### config.mk
export PLATFORM = sky130hd
export DESIGN_NAME = msbc_sequencer
export DESIGN_NICKNAME = d
export VERILOG_FILES = /design/src/shared/msbc_pkg.sv /design/src/hdl/msbc_sequencer.sv
export SDC_FILE = /design/constraint.sdc
export NUM_CORES = 1
export LEC_CHECK = 0
export BUFFER_PORTS_ARGS = -buffer_cell sky130_fd_sc_hd__buf_2
export CORE_AREA = 2 2 164 166
export DETAILED_ROUTE_END_ITERATION = 7
export DIE_AREA = 0 0 166 168
export PLACE_DENSITY = 0.69
export SLEW_MARGIN = 10
export SYNTH_ARGS = -nofsm -noshare
export SYNTH_HDL_FRONTEND = slang
export SYNTH_SLANG_ARGS = --single-unit
### constraint.sdc
create_clock -name i_core_clk -period 4.7 [get_ports i_core_clk]
set_input_delay 0.235 -clock i_core_clk [delete_from_list [all_inputs] [get_ports i_core_clk]]
set_output_delay 0.235 -clock i_core_clk [all_outputs]
set_load 0.005 [all_outputs]
### src/shared/msbc_pkg.sv
package msbc_pkg;

	// ----------------------------------------------------------------
	// widths
	// ----------------------------------------------------------------
	localparam int DATA_W  = 8;
	localparam int SP_AW   = 4;
	localparam int SP_DEPTH = 16;
	localparam int PAGE_W  = 2;
	localparam int PC_W    = 10;
	localparam int MAR_W   = 10;
	localparam int REG_AW  = 3;

	// ----------------------------------------------------------------
	// register port map and fields
	// ----------------------------------------------------------------
	localparam logic [REG_AW-1:0] REG_CTRL   = 3'h0;
	localparam logic [REG_AW-1:0] REG_FLAGS  = 3'h1;
	localparam logic [REG_AW-1:0] REG_PC_LO  = 3'h2;
	localparam logic [REG_AW-1:0] REG_PC_HI  = 3'h3;
	localparam logic [REG_AW-1:0] REG_MAR_LO = 3'h4;
	localparam logic [REG_AW-1:0] REG_MAR_HI = 3'h5;
	localparam logic [REG_AW-1:0] REG_BRANCH = 3'h6;
	localparam int CTRL_RUN_BIT = 0;
	localparam int FLAG_C_BIT   = 0;
	localparam int FLAG_Z_BIT   = 1;

	// ----------------------------------------------------------------
	// reset values and constants
	// ----------------------------------------------------------------
	localparam logic [PC_W-1:0]   PC_RST   = 10'h000;
	localparam logic [MAR_W-1:0]  MAR_RST  = 10'h000;
	localparam logic [DATA_W-1:0] BR_RST   = 8'h00;
	localparam logic [DATA_W-1:0] SP_RST   = 8'h00;
	localparam logic              RUN_RST  = 1'b1;
	localparam logic [DATA_W-1:0] Z_MATCH  = 8'hff;
	localparam logic [PC_W-1:0]   PC_STEP  = 10'h001;
	localparam logic [MAR_W-1:0]  MAR_STEP = 10'h001;

	// ----------------------------------------------------------------
	// decoded microinstruction fields
	// ----------------------------------------------------------------
	typedef enum logic [2:0] {
		OP_MOVE,
		OP_BRANCH_IMM,
		OP_BRANCH_COMPUTED,
		OP_COMPARE,
		OP_OFFSET_TO_BRANCH_REG,
		OP_OFFSET_TO_MEMORY,
		OP_CALL_SUBROUTINE,
		OP_RETURN_FROM_SUBROUTINE
	} msbc_op_type;

	typedef enum logic [2:0] {
		COND_ALWAYS,
		COND_CARRY,
		COND_ZERO,
		COND_BR0,
		COND_BR1,
		COND_BR4,
		COND_BR7
	} msbc_cond_type;

	typedef enum logic [2:0] {
		ALU_PASS_A_OPERAND,
		ALU_PASS_B_OPERAND,
		ALU_OR_FUNCTION,
		ALU_AND,
		ALU_XOR,
		ALU_ADD,
		ALU_SUB
	} msbc_alu_type;

	typedef enum logic [1:0] {
		SRC_BRANCH_REG,
		SRC_MEMORY,
		SRC_IMMEDIATE
	} msbc_src_type;

	typedef enum logic [1:0] {
		DST_NONE,
		DST_BRANCH_REG,
		DST_SCRATCH,
		DST_MEMORY
	} msbc_dst_type;

	typedef enum logic [1:0] {
		MAR_KEEP,
		MAR_LOAD_ADDRESS_PAGE,
		MAR_LOAD_ADDRESS_OFFSET,
		MAR_INCREMENT_ADDRESS
	} msbc_mar_type;

endpackage

### src/hdl/msbc_sequencer.sv
`timescale 1ns/1ps
// Functional notes
// RULE1: sixteen scratch words, four-bit select
// RULE2: two-bit page field picks one of four
// RULE3: computed offset from alu on operands
// RULE4: computed offset may pass one operand
// RULE5: carry branch taken if set, else step
// RULE6: zero-flag branch variant, same behaviour
// RULE7: branch on branch register bits 0,1,4,7
// RULE8: memory compare sets zero on equal
// RULE9: branch register compare sets carry, zero
// RULE10: immediate page offset into branch register
// RULE11: immediate page offset into memory word
// RULE12: call saves return offset, then jumps
// RULE13: software uses one scratch word per level
// RULE14: return jumps to page, scratch offset
// RULE15: zero flag set when move gives 377
// RULE16: page load copies result bits to mar
// RULE17: offset load writes low mar byte
// RULE18: increment after store at current address
// RULE19: computed branches leave state unchanged
// RULE20: target is page above page offset
module msbc_sequencer
	import msbc_pkg::*;
(
	input  wire logic                  i_core_clk,
	input  wire logic                  i_reset_n,
	input  wire logic                  i_instr_valid,
	input  wire msbc_op_type           i_op,
	input  wire msbc_cond_type         i_cond,
	input  wire msbc_alu_type          i_alu_func,
	input  wire msbc_src_type          i_src,
	input  wire msbc_dst_type          i_dest,
	input  wire msbc_mar_type          i_mar_opt,
	input  wire logic [SP_AW-1:0]      i_scratch_word_select,
	input  wire logic [PAGE_W-1:0]     i_target_page_select,
	input  wire logic [DATA_W-1:0]     i_target_offset,
	input  wire logic [DATA_W-1:0]     i_return_offset,
	input  wire logic                  i_call_with_return_target,
	input  wire logic [DATA_W-1:0]     i_imm_data,
	input  wire logic                  i_load_branch_imm,
	output logic                       o_instr_taken,
	output logic [PC_W-1:0]            o_control_store_addr,
	output logic [MAR_W-1:0]           o_mem_addr,
	input  wire logic [DATA_W-1:0]     i_mem_rdata,
	output logic                       o_mem_wr,
	output logic [MAR_W-1:0]           o_mem_waddr,
	output logic [DATA_W-1:0]          o_mem_wdata,
	input  wire logic [REG_AW-1:0]     i_reg_addr,
	input  wire logic [DATA_W-1:0]     i_reg_wdata,
	input  wire logic                  i_reg_wr,
	input  wire logic                  i_reg_rd,
	output logic [DATA_W-1:0]          o_reg_rdata
);

	// ----------------------------------------------------------------
	// functions
	// ----------------------------------------------------------------
	function automatic logic [DATA_W:0] alu_eval(input msbc_alu_type func,
		input logic [DATA_W-1:0] a, input logic [DATA_W-1:0] b);
		case (func)
			ALU_PASS_A_OPERAND: return {1'b0, a};
			ALU_PASS_B_OPERAND: return {1'b0, b};
			ALU_OR_FUNCTION:    return {1'b0, a | b};
			ALU_AND:            return {1'b0, a & b};
			ALU_XOR:            return {1'b0, a ^ b};
			ALU_ADD:            return {1'b0, a} + {1'b0, b};
			ALU_SUB:            return {1'b0, a} - {1'b0, b};
			default:            return '0;
		endcase
	endfunction

	function automatic logic cond_met(input msbc_cond_type c,
		input logic carry, input logic zero, input logic [DATA_W-1:0] br);
		case (c)
			COND_ALWAYS: return 1'b1;
			COND_CARRY:  return carry;
			COND_ZERO:   return zero;
			COND_BR0:    return br[0];
			COND_BR1:    return br[1];
			COND_BR4:    return br[4];
			COND_BR7:    return br[7];
			default:     return 1'b0;
		endcase
	endfunction

	// ----------------------------------------------------------------
	// state
	// ----------------------------------------------------------------
	logic [PC_W-1:0]   pc_ff,      nxt_pc;
	logic [MAR_W-1:0]  mar_ff,     nxt_mar;
	logic [DATA_W-1:0] branch_ff,  nxt_branch;
	logic              carry_ff,   nxt_carry;
	logic              zero_ff,    nxt_zero;
	logic              run_ff,     nxt_run;
	logic              wr_ff,      nxt_wr;
	logic [MAR_W-1:0]  waddr_ff,   nxt_waddr;
	logic [DATA_W-1:0] wdata_ff,   nxt_wdata;
	logic [DATA_W-1:0] rdata_ff,   nxt_rdata;
	logic [DATA_W-1:0] scratch_ff [SP_DEPTH];
	logic              sp_we;
	logic [DATA_W-1:0] sp_wdata;

	logic              exec;
	logic [DATA_W-1:0] sp_word;
	logic [DATA_W-1:0] b_operand;
	logic [DATA_W:0]   alu_out;
	logic [PC_W-1:0]   pc_seq;
	logic [PC_W-1:0]   target;

	assign exec = i_instr_valid & run_ff;
	// RULE1: four-bit scratch select
	assign sp_word = scratch_ff[i_scratch_word_select];
	assign pc_seq  = pc_ff + PC_STEP;
	// RULE20: page above offset
	assign target = {i_target_page_select, i_target_offset};

	// ----------------------------------------------------------------
	// next-state computation
	// ----------------------------------------------------------------
	always_comb begin
		nxt_pc     = pc_ff;
		nxt_mar    = mar_ff;
		nxt_branch = branch_ff;
		nxt_carry  = carry_ff;
		nxt_zero   = zero_ff;
		nxt_run    = run_ff;
		nxt_wr     = 1'b0;
		nxt_waddr  = waddr_ff;
		nxt_wdata  = wdata_ff;
		sp_we      = 1'b0;
		case (i_src)
			SRC_MEMORY:    b_operand = i_mem_rdata;
			SRC_IMMEDIATE: b_operand = i_imm_data;
			default:       b_operand = branch_ff;
		endcase
		// RULE3: alu forms offset
		// RULE4: pass functions pick one operand
		alu_out = alu_eval(i_alu_func, sp_word, b_operand);
		sp_wdata   = alu_out[DATA_W-1:0];
		if (exec) begin
			nxt_pc = pc_seq;
			case (i_op)
				OP_MOVE: begin
					// RULE15: zero on all-ones result
					nxt_zero  = (alu_out[DATA_W-1:0] == Z_MATCH);
					nxt_carry = alu_out[DATA_W];
					case (i_dest)
						DST_BRANCH_REG: nxt_branch = alu_out[DATA_W-1:0];
						DST_SCRATCH:    sp_we = 1'b1;
						DST_MEMORY: begin
							// RULE18: store at current mar
							nxt_wr    = 1'b1;
							nxt_waddr = mar_ff;
							nxt_wdata = alu_out[DATA_W-1:0];
						end
						default: nxt_wr = 1'b0;
					endcase
					case (i_mar_opt)
						// RULE16: page bits from result
						MAR_LOAD_ADDRESS_PAGE:
							nxt_mar = {alu_out[PAGE_W-1:0],
								mar_ff[DATA_W-1:0]};
						// RULE17: low byte from result
						MAR_LOAD_ADDRESS_OFFSET:
							nxt_mar = {mar_ff[MAR_W-1:DATA_W],
								alu_out[DATA_W-1:0]};
						// RULE18: increment after store
						MAR_INCREMENT_ADDRESS:
							nxt_mar = mar_ff + MAR_STEP;
						default: nxt_mar = mar_ff;
					endcase
				end
				OP_BRANCH_IMM: begin
					// RULE5: carry, RULE6: zero, RULE7: bits
					if (cond_met(i_cond, carry_ff, zero_ff, branch_ff))
						nxt_pc = target;
				end
				OP_BRANCH_COMPUTED: begin
					// RULE2: page field; RULE19: no side effects
					if (cond_met(i_cond, carry_ff, zero_ff, branch_ff))
						nxt_pc = {i_target_page_select,
							alu_out[DATA_W-1:0]};
				end
				OP_COMPARE: begin
					// RULE8: memory compare
					// RULE9: branch register compare
					nxt_zero  = (b_operand == sp_word);
					nxt_carry = (b_operand < sp_word);
				end
				// RULE10: offset into branch register
				OP_OFFSET_TO_BRANCH_REG: nxt_branch = i_target_offset;
				OP_OFFSET_TO_MEMORY: begin
					// RULE11: offset into memory word
					nxt_wr    = 1'b1;
					nxt_waddr = mar_ff;
					nxt_wdata = i_target_offset;
				end
				OP_CALL_SUBROUTINE: begin
					// RULE12: save return, load imm, jump
					sp_we    = 1'b1;
					sp_wdata = i_call_with_return_target ?
						i_return_offset : pc_seq[DATA_W-1:0];
					if (i_load_branch_imm)
						nxt_branch = i_imm_data;
					nxt_pc = target;
				end
				// RULE14: return to page and scratch offset
				OP_RETURN_FROM_SUBROUTINE:
					nxt_pc = {i_target_page_select, sp_word};
				default: nxt_pc = pc_seq;
			endcase
		end
		if (i_reg_wr) begin
			case (i_reg_addr)
				REG_CTRL:   nxt_run = i_reg_wdata[CTRL_RUN_BIT];
				REG_FLAGS: begin
					nxt_carry = i_reg_wdata[FLAG_C_BIT];
					nxt_zero  = i_reg_wdata[FLAG_Z_BIT];
				end
				REG_BRANCH: nxt_branch = i_reg_wdata;
				default:    nxt_run = run_ff;
			endcase
		end
		nxt_rdata = '0;
		if (i_reg_rd) begin
			case (i_reg_addr)
				REG_CTRL:   nxt_rdata[CTRL_RUN_BIT] = run_ff;
				REG_FLAGS: begin
					nxt_rdata[FLAG_C_BIT] = carry_ff;
					nxt_rdata[FLAG_Z_BIT] = zero_ff;
				end
				REG_PC_LO:  nxt_rdata = pc_ff[DATA_W-1:0];
				REG_PC_HI:  nxt_rdata[PAGE_W-1:0] = pc_ff[PC_W-1:DATA_W];
				REG_MAR_LO: nxt_rdata = mar_ff[DATA_W-1:0];
				REG_MAR_HI:
					nxt_rdata[PAGE_W-1:0] = mar_ff[MAR_W-1:DATA_W];
				REG_BRANCH: nxt_rdata = branch_ff;
				default:    nxt_rdata = '0;
			endcase
		end
	end

	// ----------------------------------------------------------------
	// registers
	// ----------------------------------------------------------------
	always_ff @(posedge i_core_clk or negedge i_reset_n) begin
		if (!i_reset_n) begin
			pc_ff     <= PC_RST;
			mar_ff    <= MAR_RST;
			branch_ff <= BR_RST;
			carry_ff  <= 1'b0;
			zero_ff   <= 1'b0;
			run_ff    <= RUN_RST;
			wr_ff     <= 1'b0;
			waddr_ff  <= MAR_RST;
			wdata_ff  <= SP_RST;
			rdata_ff  <= SP_RST;
			for (int i = 0; i < SP_DEPTH; i++) begin
				scratch_ff[i] <= SP_RST;
			end
		end else begin
			pc_ff     <= nxt_pc;
			mar_ff    <= nxt_mar;
			branch_ff <= nxt_branch;
			carry_ff  <= nxt_carry;
			zero_ff   <= nxt_zero;
			run_ff    <= nxt_run;
			wr_ff     <= nxt_wr;
			waddr_ff  <= nxt_waddr;
			wdata_ff  <= nxt_wdata;
			rdata_ff  <= nxt_rdata;
			if (sp_we)
				scratch_ff[i_scratch_word_select] <= sp_wdata;
		end
	end

	assign o_instr_taken        = exec;
	assign o_control_store_addr = pc_ff;
	assign o_mem_addr           = mar_ff;
	assign o_mem_wr             = wr_ff;
	assign o_mem_waddr          = waddr_ff;
	assign o_mem_wdata          = wdata_ff;
	assign o_reg_rdata          = rdata_ff;

	logic bus_wr_quiet;
	assign bus_wr_quiet = !i_reg_wr;
endmodule

# Yosys cells after proc, flatten, opt, wreduce, memory -nomap -nowiden
# Index checks and enable logic that the tools add are counted.
# totals
elab_cells,137
in_bits,71
reg_bits,186
out_inout_bits,48
# classes
order_cmp,3
n_reduce_logical,12
n_bitwise,7
n_eq_ne,36
n_mux,48
add_sub_neg,4
# ops
cell,n
$bwmux W128,1
$mux W8,13
$pmux W9 S7,1
$pmux W10 S4,1
$eq A3 B3 Y1 const B,13
$bmux W8 S4,1
$demux W8 S4,1
$pmux W8 S2,2
$mux W10,3
$pmux W10 S3,1
$eq A3 B2 Y1 const B,8
$pmux W8 S3,1
$add A10 B1 Y10 const B,2
$pmux W10 S2,1
$pmux W6 S3,1
$mux W1,14
$pmux W1 S7,2
$eq A3 B1 Y1 const B,4
$logic_not A3 Y1,4
$eq A2 B2 Y1 const B,5
$add A8 B8 Y9,1
$sub A8 B8 Y9,1
$and A8 B8 Y8,1
$eq A8 B8 Y1,1
other kinds (18),27

# Logic depth before layout (Yosys ltp)
# logic_depth
ltp_word,11
depth_mapped,18
ltp_nobuf,15

# Least setup slack after synthesis
# Ideal clock, no wire load.
# synth_path
path_kind,input to register
start,in i_scratch_word_select[0]
end,reg scratch_ff[108] (netlist name)
stages,15
path_slack_ps,1010
arrival_ps,3556
required_time_ps,4566
setup_ps,134
path_buffers,4
cell_sequence,buf_6 buf_6 mux4_2 mux4_2 fa_1 a21o_1 a21oi_1 xor2_1 o211ai_1 and4b_1 clkbuf_1 nor2_1 a21oi_2 buf_2 o21ai_0
# synth_between
elab_chain_len,9
elab_cells_between_ends,18
classes_between,2 x add/sub; 2 x order compare; 9 x mux; 4 x bitwise; 1 x reduce/logical
# synth_lines
item,line_no,text
from (decl),msbc_sequencer.sv:35,"input wire logic [SP_AW-1:0] i_scratch_word_select,"
$not A4 Y5 (implied by the code) (*),"msbc_sequencer.sv:113, msbc_sequencer.sv:274",
$bmux W8 S4,msbc_sequencer.sv:113,assign sp_word = scratch_ff[i_scratch_word_select];
$mux W8 (implied by the code) (2 in a row),msbc_sequencer.sv:113,
$sub A8 B8 Y9 (tied with other cells),msbc_sequencer.sv:68,"ALU_SUB: return {1'b0, a} - {1'b0, b};"
$pmux W9 S7,msbc_sequencer.sv:61,case (func)
$mux W8,msbc_sequencer.sv:143,case (i_op)
$mux W8,msbc_sequencer.sv:141,if (exec) begin
$bwmux W128 (*),msbc_sequencer.sv:274,scratch_ff[i_scratch_word_select] <= sp_wdata;
"to (signal, indexed assignment)",msbc_sequencer.sv:274,
to (decl),msbc_sequencer.sv:100,logic [DATA_W-1:0] scratch_ff [SP_DEPTH];
# Mark *: on every way between the ends. The rest lies on a longest branch, timed or not. The select of a mux whose other input is x is not followed.
# A chain may end at the register's enable or synchronous reset.

# Worst setup path in the final report
# layout_path
start,reg scratch_ff[24] (netlist name)
end,reg scratch_ff[84] (netlist name)
# layout_between
elab_chain_len,8
elab_cells_between_ends,9
classes_between,2 x add/sub; 7 x mux
# layout_lines
item,line_no
$bmux W8 S4 (*),msbc_sequencer.sv:113
$mux W8 (implied by the code) (*) (2 in a row),msbc_sequencer.sv:113
$sub A8 B8 Y9 or $add A8 B8 Y9 (tied branches),"msbc_sequencer.sv:68, msbc_sequencer.sv:67"
$pmux W9 S7 (*),msbc_sequencer.sv:61
$mux W8,msbc_sequencer.sv:143
$mux W8 (*),msbc_sequencer.sv:141
$bwmux W128 (*),msbc_sequencer.sv:274
# Marked as above.

==> results.md <==
* Status: completed
* Routed vias/inst at between 6 and 7
* GRT busiest layer: met2
* Proportion of layout cells with a drive suffix above 1 at a little under a fifth
* FF-to-FF setup slack at between 0.6 and 0.7 ns
* Relative slew slack at 40.0%
* Met3 usage at approximately 5.0%
* Die height at 168 um
* Dpl hpwl at ~25000 um
* Nets at ~1.5k
* Mapped cell area at approximately 12000 um2
* Max FO, Critical Path at 16
* IR drop worst, VDD at about 0.00024 V
* Clk_lat worst skew at between 0.4 and 0.5 ns
* Synth Area in Compound Gates at 21.5%
* Clk sinks at between 150 and 200
* Power per cell area at 380 nW/um2
* Adder-Cell Fraction of Synth Area at 3.17%
* CTS tree: done
* Maximum clock rate at 244 MHz
* Final setup TNS at 0 ns
* Num rows at 60
* Number of antenna violations at the first check in global routing at 0
* Port Buf Inserts at approximately 120
* Final hold vios at 0
* Core area at 26400 um2
* Total global routing overflow at 0
* Post-DRT Antenna Nets at 0
* Max stage delay cell, worst path: and4b_1
* Syn Inst Count at approximately 1.3k
* Post-synthesis mux area share at ~11%
* RSZ-0062 raised after global routing: false
* H-tree levels at 4
* M1 GR Usage at 34.4%
* WHS Path Cells at 2
* Hold crit path type: in -> reg
* Commonest cells in the netlist: nand2_1, dfrtp_1, o21ai_0
* Routability cong. at around 0.95
* Cell Chain, Critical Path: mux4_2, o22a_1, and2_1, ha_1, fa_1, a21o_1, a21oi_1, xor2_1, o211ai_1, and4b_1, nor2_1, a21oi_2, buf_12, o21ai_0
* Area leader, netlist: dfrtp_1
* Worst path arrival time at around 4.4 ns
* Simple-Gate Fraction of Synth Area at 18.8%
* Final core occ at between 40% and 50%
* DRC viols at 0
* Critical path depth at 14
* Critical Path RT at roughly 5 ns
* FF+latch count, synth at 186
* Deepest clock path buffer count at 2
* Least-Margin Pin Slew at 0.897 ns
* Ranking of synthesized cells by area: dfrtp_1, nand2_1, o21ai_0
* Ant. Diodes at 0
* Multi-input logic area at roughly 6400 um2
* Final setup violation count at 0
* Syn_area_per_cell at 8.87 um2
* Area growth syn-to-layout at 13.6%
* GR Util met2 at 41.4%
* CP Class: reg -> reg
* CP endpoint kind: flop
* Die Wd at around 170 um
* Xor/xnor share of the synthesized area at less than 1%
* CP Launch Type: flop
* Pre-antenna DRT Iters at 6
* Worst clock skew at around 0.020 ns
* DR iter-0 viols at between 1k and 1.5k
* Clock Tree Root: clkbuf_16
* Most common cell in the netlist: nand2_1
* EDFF count, synth at 0
* Syn Nets at 1398
* R2R Path Start: scratch_ff[24]
* First-pass GRT wire length at about 56000 um
* Storage element area at between 4000 and 5000 um2
* Synth cell types at a little over 80
* # Max-Cap Violations at 0
* Fin crit share at between 80% and 90%
* Hold path start: i_reg_rd
* R2r endpoint: scratch_ff[84]
* CTS clk-pin slew, worst paths at approximately 0.09 ns
* Hold Crit Endpoint: o_reg_rdata[0]
* Io pins at between 100 and 150
* Die Area at 27900 um2
* Num CTS Buffers at 17
* Filler Cell Count at 2523
* Top delay family on crit path: compound AO/OA/AOI/OAI gates
* Total track usage at about a quarter
* Post-layout min period at between 4 and 5 ns
* Total power at about 0.005 W
* Final Max Slew Viols at 0
* Most used DFF post-synth: dfrtp_1
* Max incr delay on CP at roughly 0.6 ns
* Sequential share of the synthesized area at a little over 40%
* Worst Path Buf+Inv at 1
* Largest net degree at the start of global routing at 86
* Leakage Power at around 6 nW
* FFs w/ async S/R, synth at 100%
* Wire per inst at just over 20 um
* Yosys warnings at 0
* Via Count at roughly 11k
* Top cell type's share of synthesized area at between 40% and 50%
* Largest family of logic cells by synthesized area: compound AO/OA/AOI/OAI gates
* Worst r2r path cells at 14
* Vias in the first global route at a little under 10k
* Initial Util at 43.7%
* Routed wire length at 35800 um
-- through the flow --
stage	instance area [um2]	instances	worst slack [ns]	hold slack (ns)
5_1_grt	13100	1733	0.352	0.0343
6_report	13100	1733	0.605	0.0377
4_1_cts	13100	1733	0.653	0.0305
2_1_floorplan	11500	1299	1.01	-0.0606
3_3_place_gp	12400	1700	0.444	0.338
3_5_place_dp	12400	1700	0.368	0.329
-- layout by cell type, fill, tap and decap left out, types with 26 or more instances in the layout --
master / netlist / routed
nor2_1: 82 / 82
ha_1: 26 / 26
o21ai_1: 27 / 27
inv_1: 29 / 29
nand2_1: 265 / 265
o21ai_0: 158 / 158
mux4_2: 33 / 33
buf_2: 15 / 117
dfrtp_1: 185 / 185
mux2i_1: 34 / 34
buf_4: 1 / 29
a21oi_1: 50 / 50
-- worst register-to-register path, cell delays in order, from the launching register on --
cell and delay, ns:
dfrtp_1 0.40, mux4_2 0.48, o22a_1 0.33, and2_1 0.23, ha_1 0.23, fa_1 0.42, a21o_1 0.18, a21oi_1 0.22
xor2_1 0.18, o211ai_1 0.12, and4b_1 0.60, nor2_1 0.13, a21oi_2 0.18, buf_12 0.16, o21ai_0 0.10
-- cell families after synthesis --
kind of cell / Yosys count
mux: 83
buf+inv: 121
simple gates: 486
xor+xnor: 10
compound gates: 385
flops: 186
fa+ha+maj: 28
-- report_power, final --
| group | internal [W] | leakage (nW) | total [W] | switching, W |
|---|---|---|---|---|
| clock | 0.000760 | 0.312 | 0.00158 | 0.000821 |
| combinational | 0.000562 | 3.04 | 0.00141 | 0.000844 |
| sequential | 0.00178 | 2.50 | 0.00199 | 0.000212 |
| total | 0.00310 | 5.86 | 0.00498 | 0.00188 |
-- worst max-delay path by stage --
stage	start	to	slack [ns]
after floorplan	i_scratch_word_select[0]	scratch_ff[108]	1.01
after detailed placement	i_scratch_word_select[1]	scratch_ff[39]	0.37
after global routing	scratch_ff[24]	scratch_ff[68]	0.35
final	scratch_ff[24]	scratch_ff[84]	0.61
after global placement	i_scratch_word_select[1]	scratch_ff[37]	0.44
after CTS	scratch_ff[24]	scratch_ff[84]	0.65
-- state kept, by name (all words and copies together) (netlist names), 8 cells and up --
name,count
branch_ff,8
o_mem_addr,10
o_reg_rdata,8
o_mem_waddr,10
scratch_ff,128
o_mem_wdata,8
o_control_store_addr,10
-- final cells by class --
| cell class | count | area share, % |
|---|---|---|
| multi-input cells | 992 | 48.6 |
| clock buffers | 17 | 3.25 |
| inverters | 31 | 0.889 |
| repair buffers | 151 | 6.77 |
| clock inverters | 15 | 1.69 |
| well taps | 341 | 3.26 |
| flip-flops and latches | 186 | 35.6 |
-- per-layer routing --
layer	part of all wire, %	wire (um)
met5	0	0
met2	47	16700
met1	42	15100
met4	3.3	1190
met3	7.9	2810
-- timing repair --
item,4_1_cts,5_1_grt
resized for setup,0,0
setup buffers,0,0
hold endpoints to repair,83,0
hold buffers,1,0
No activity file was read; power rests on OpenSTA's default activity.
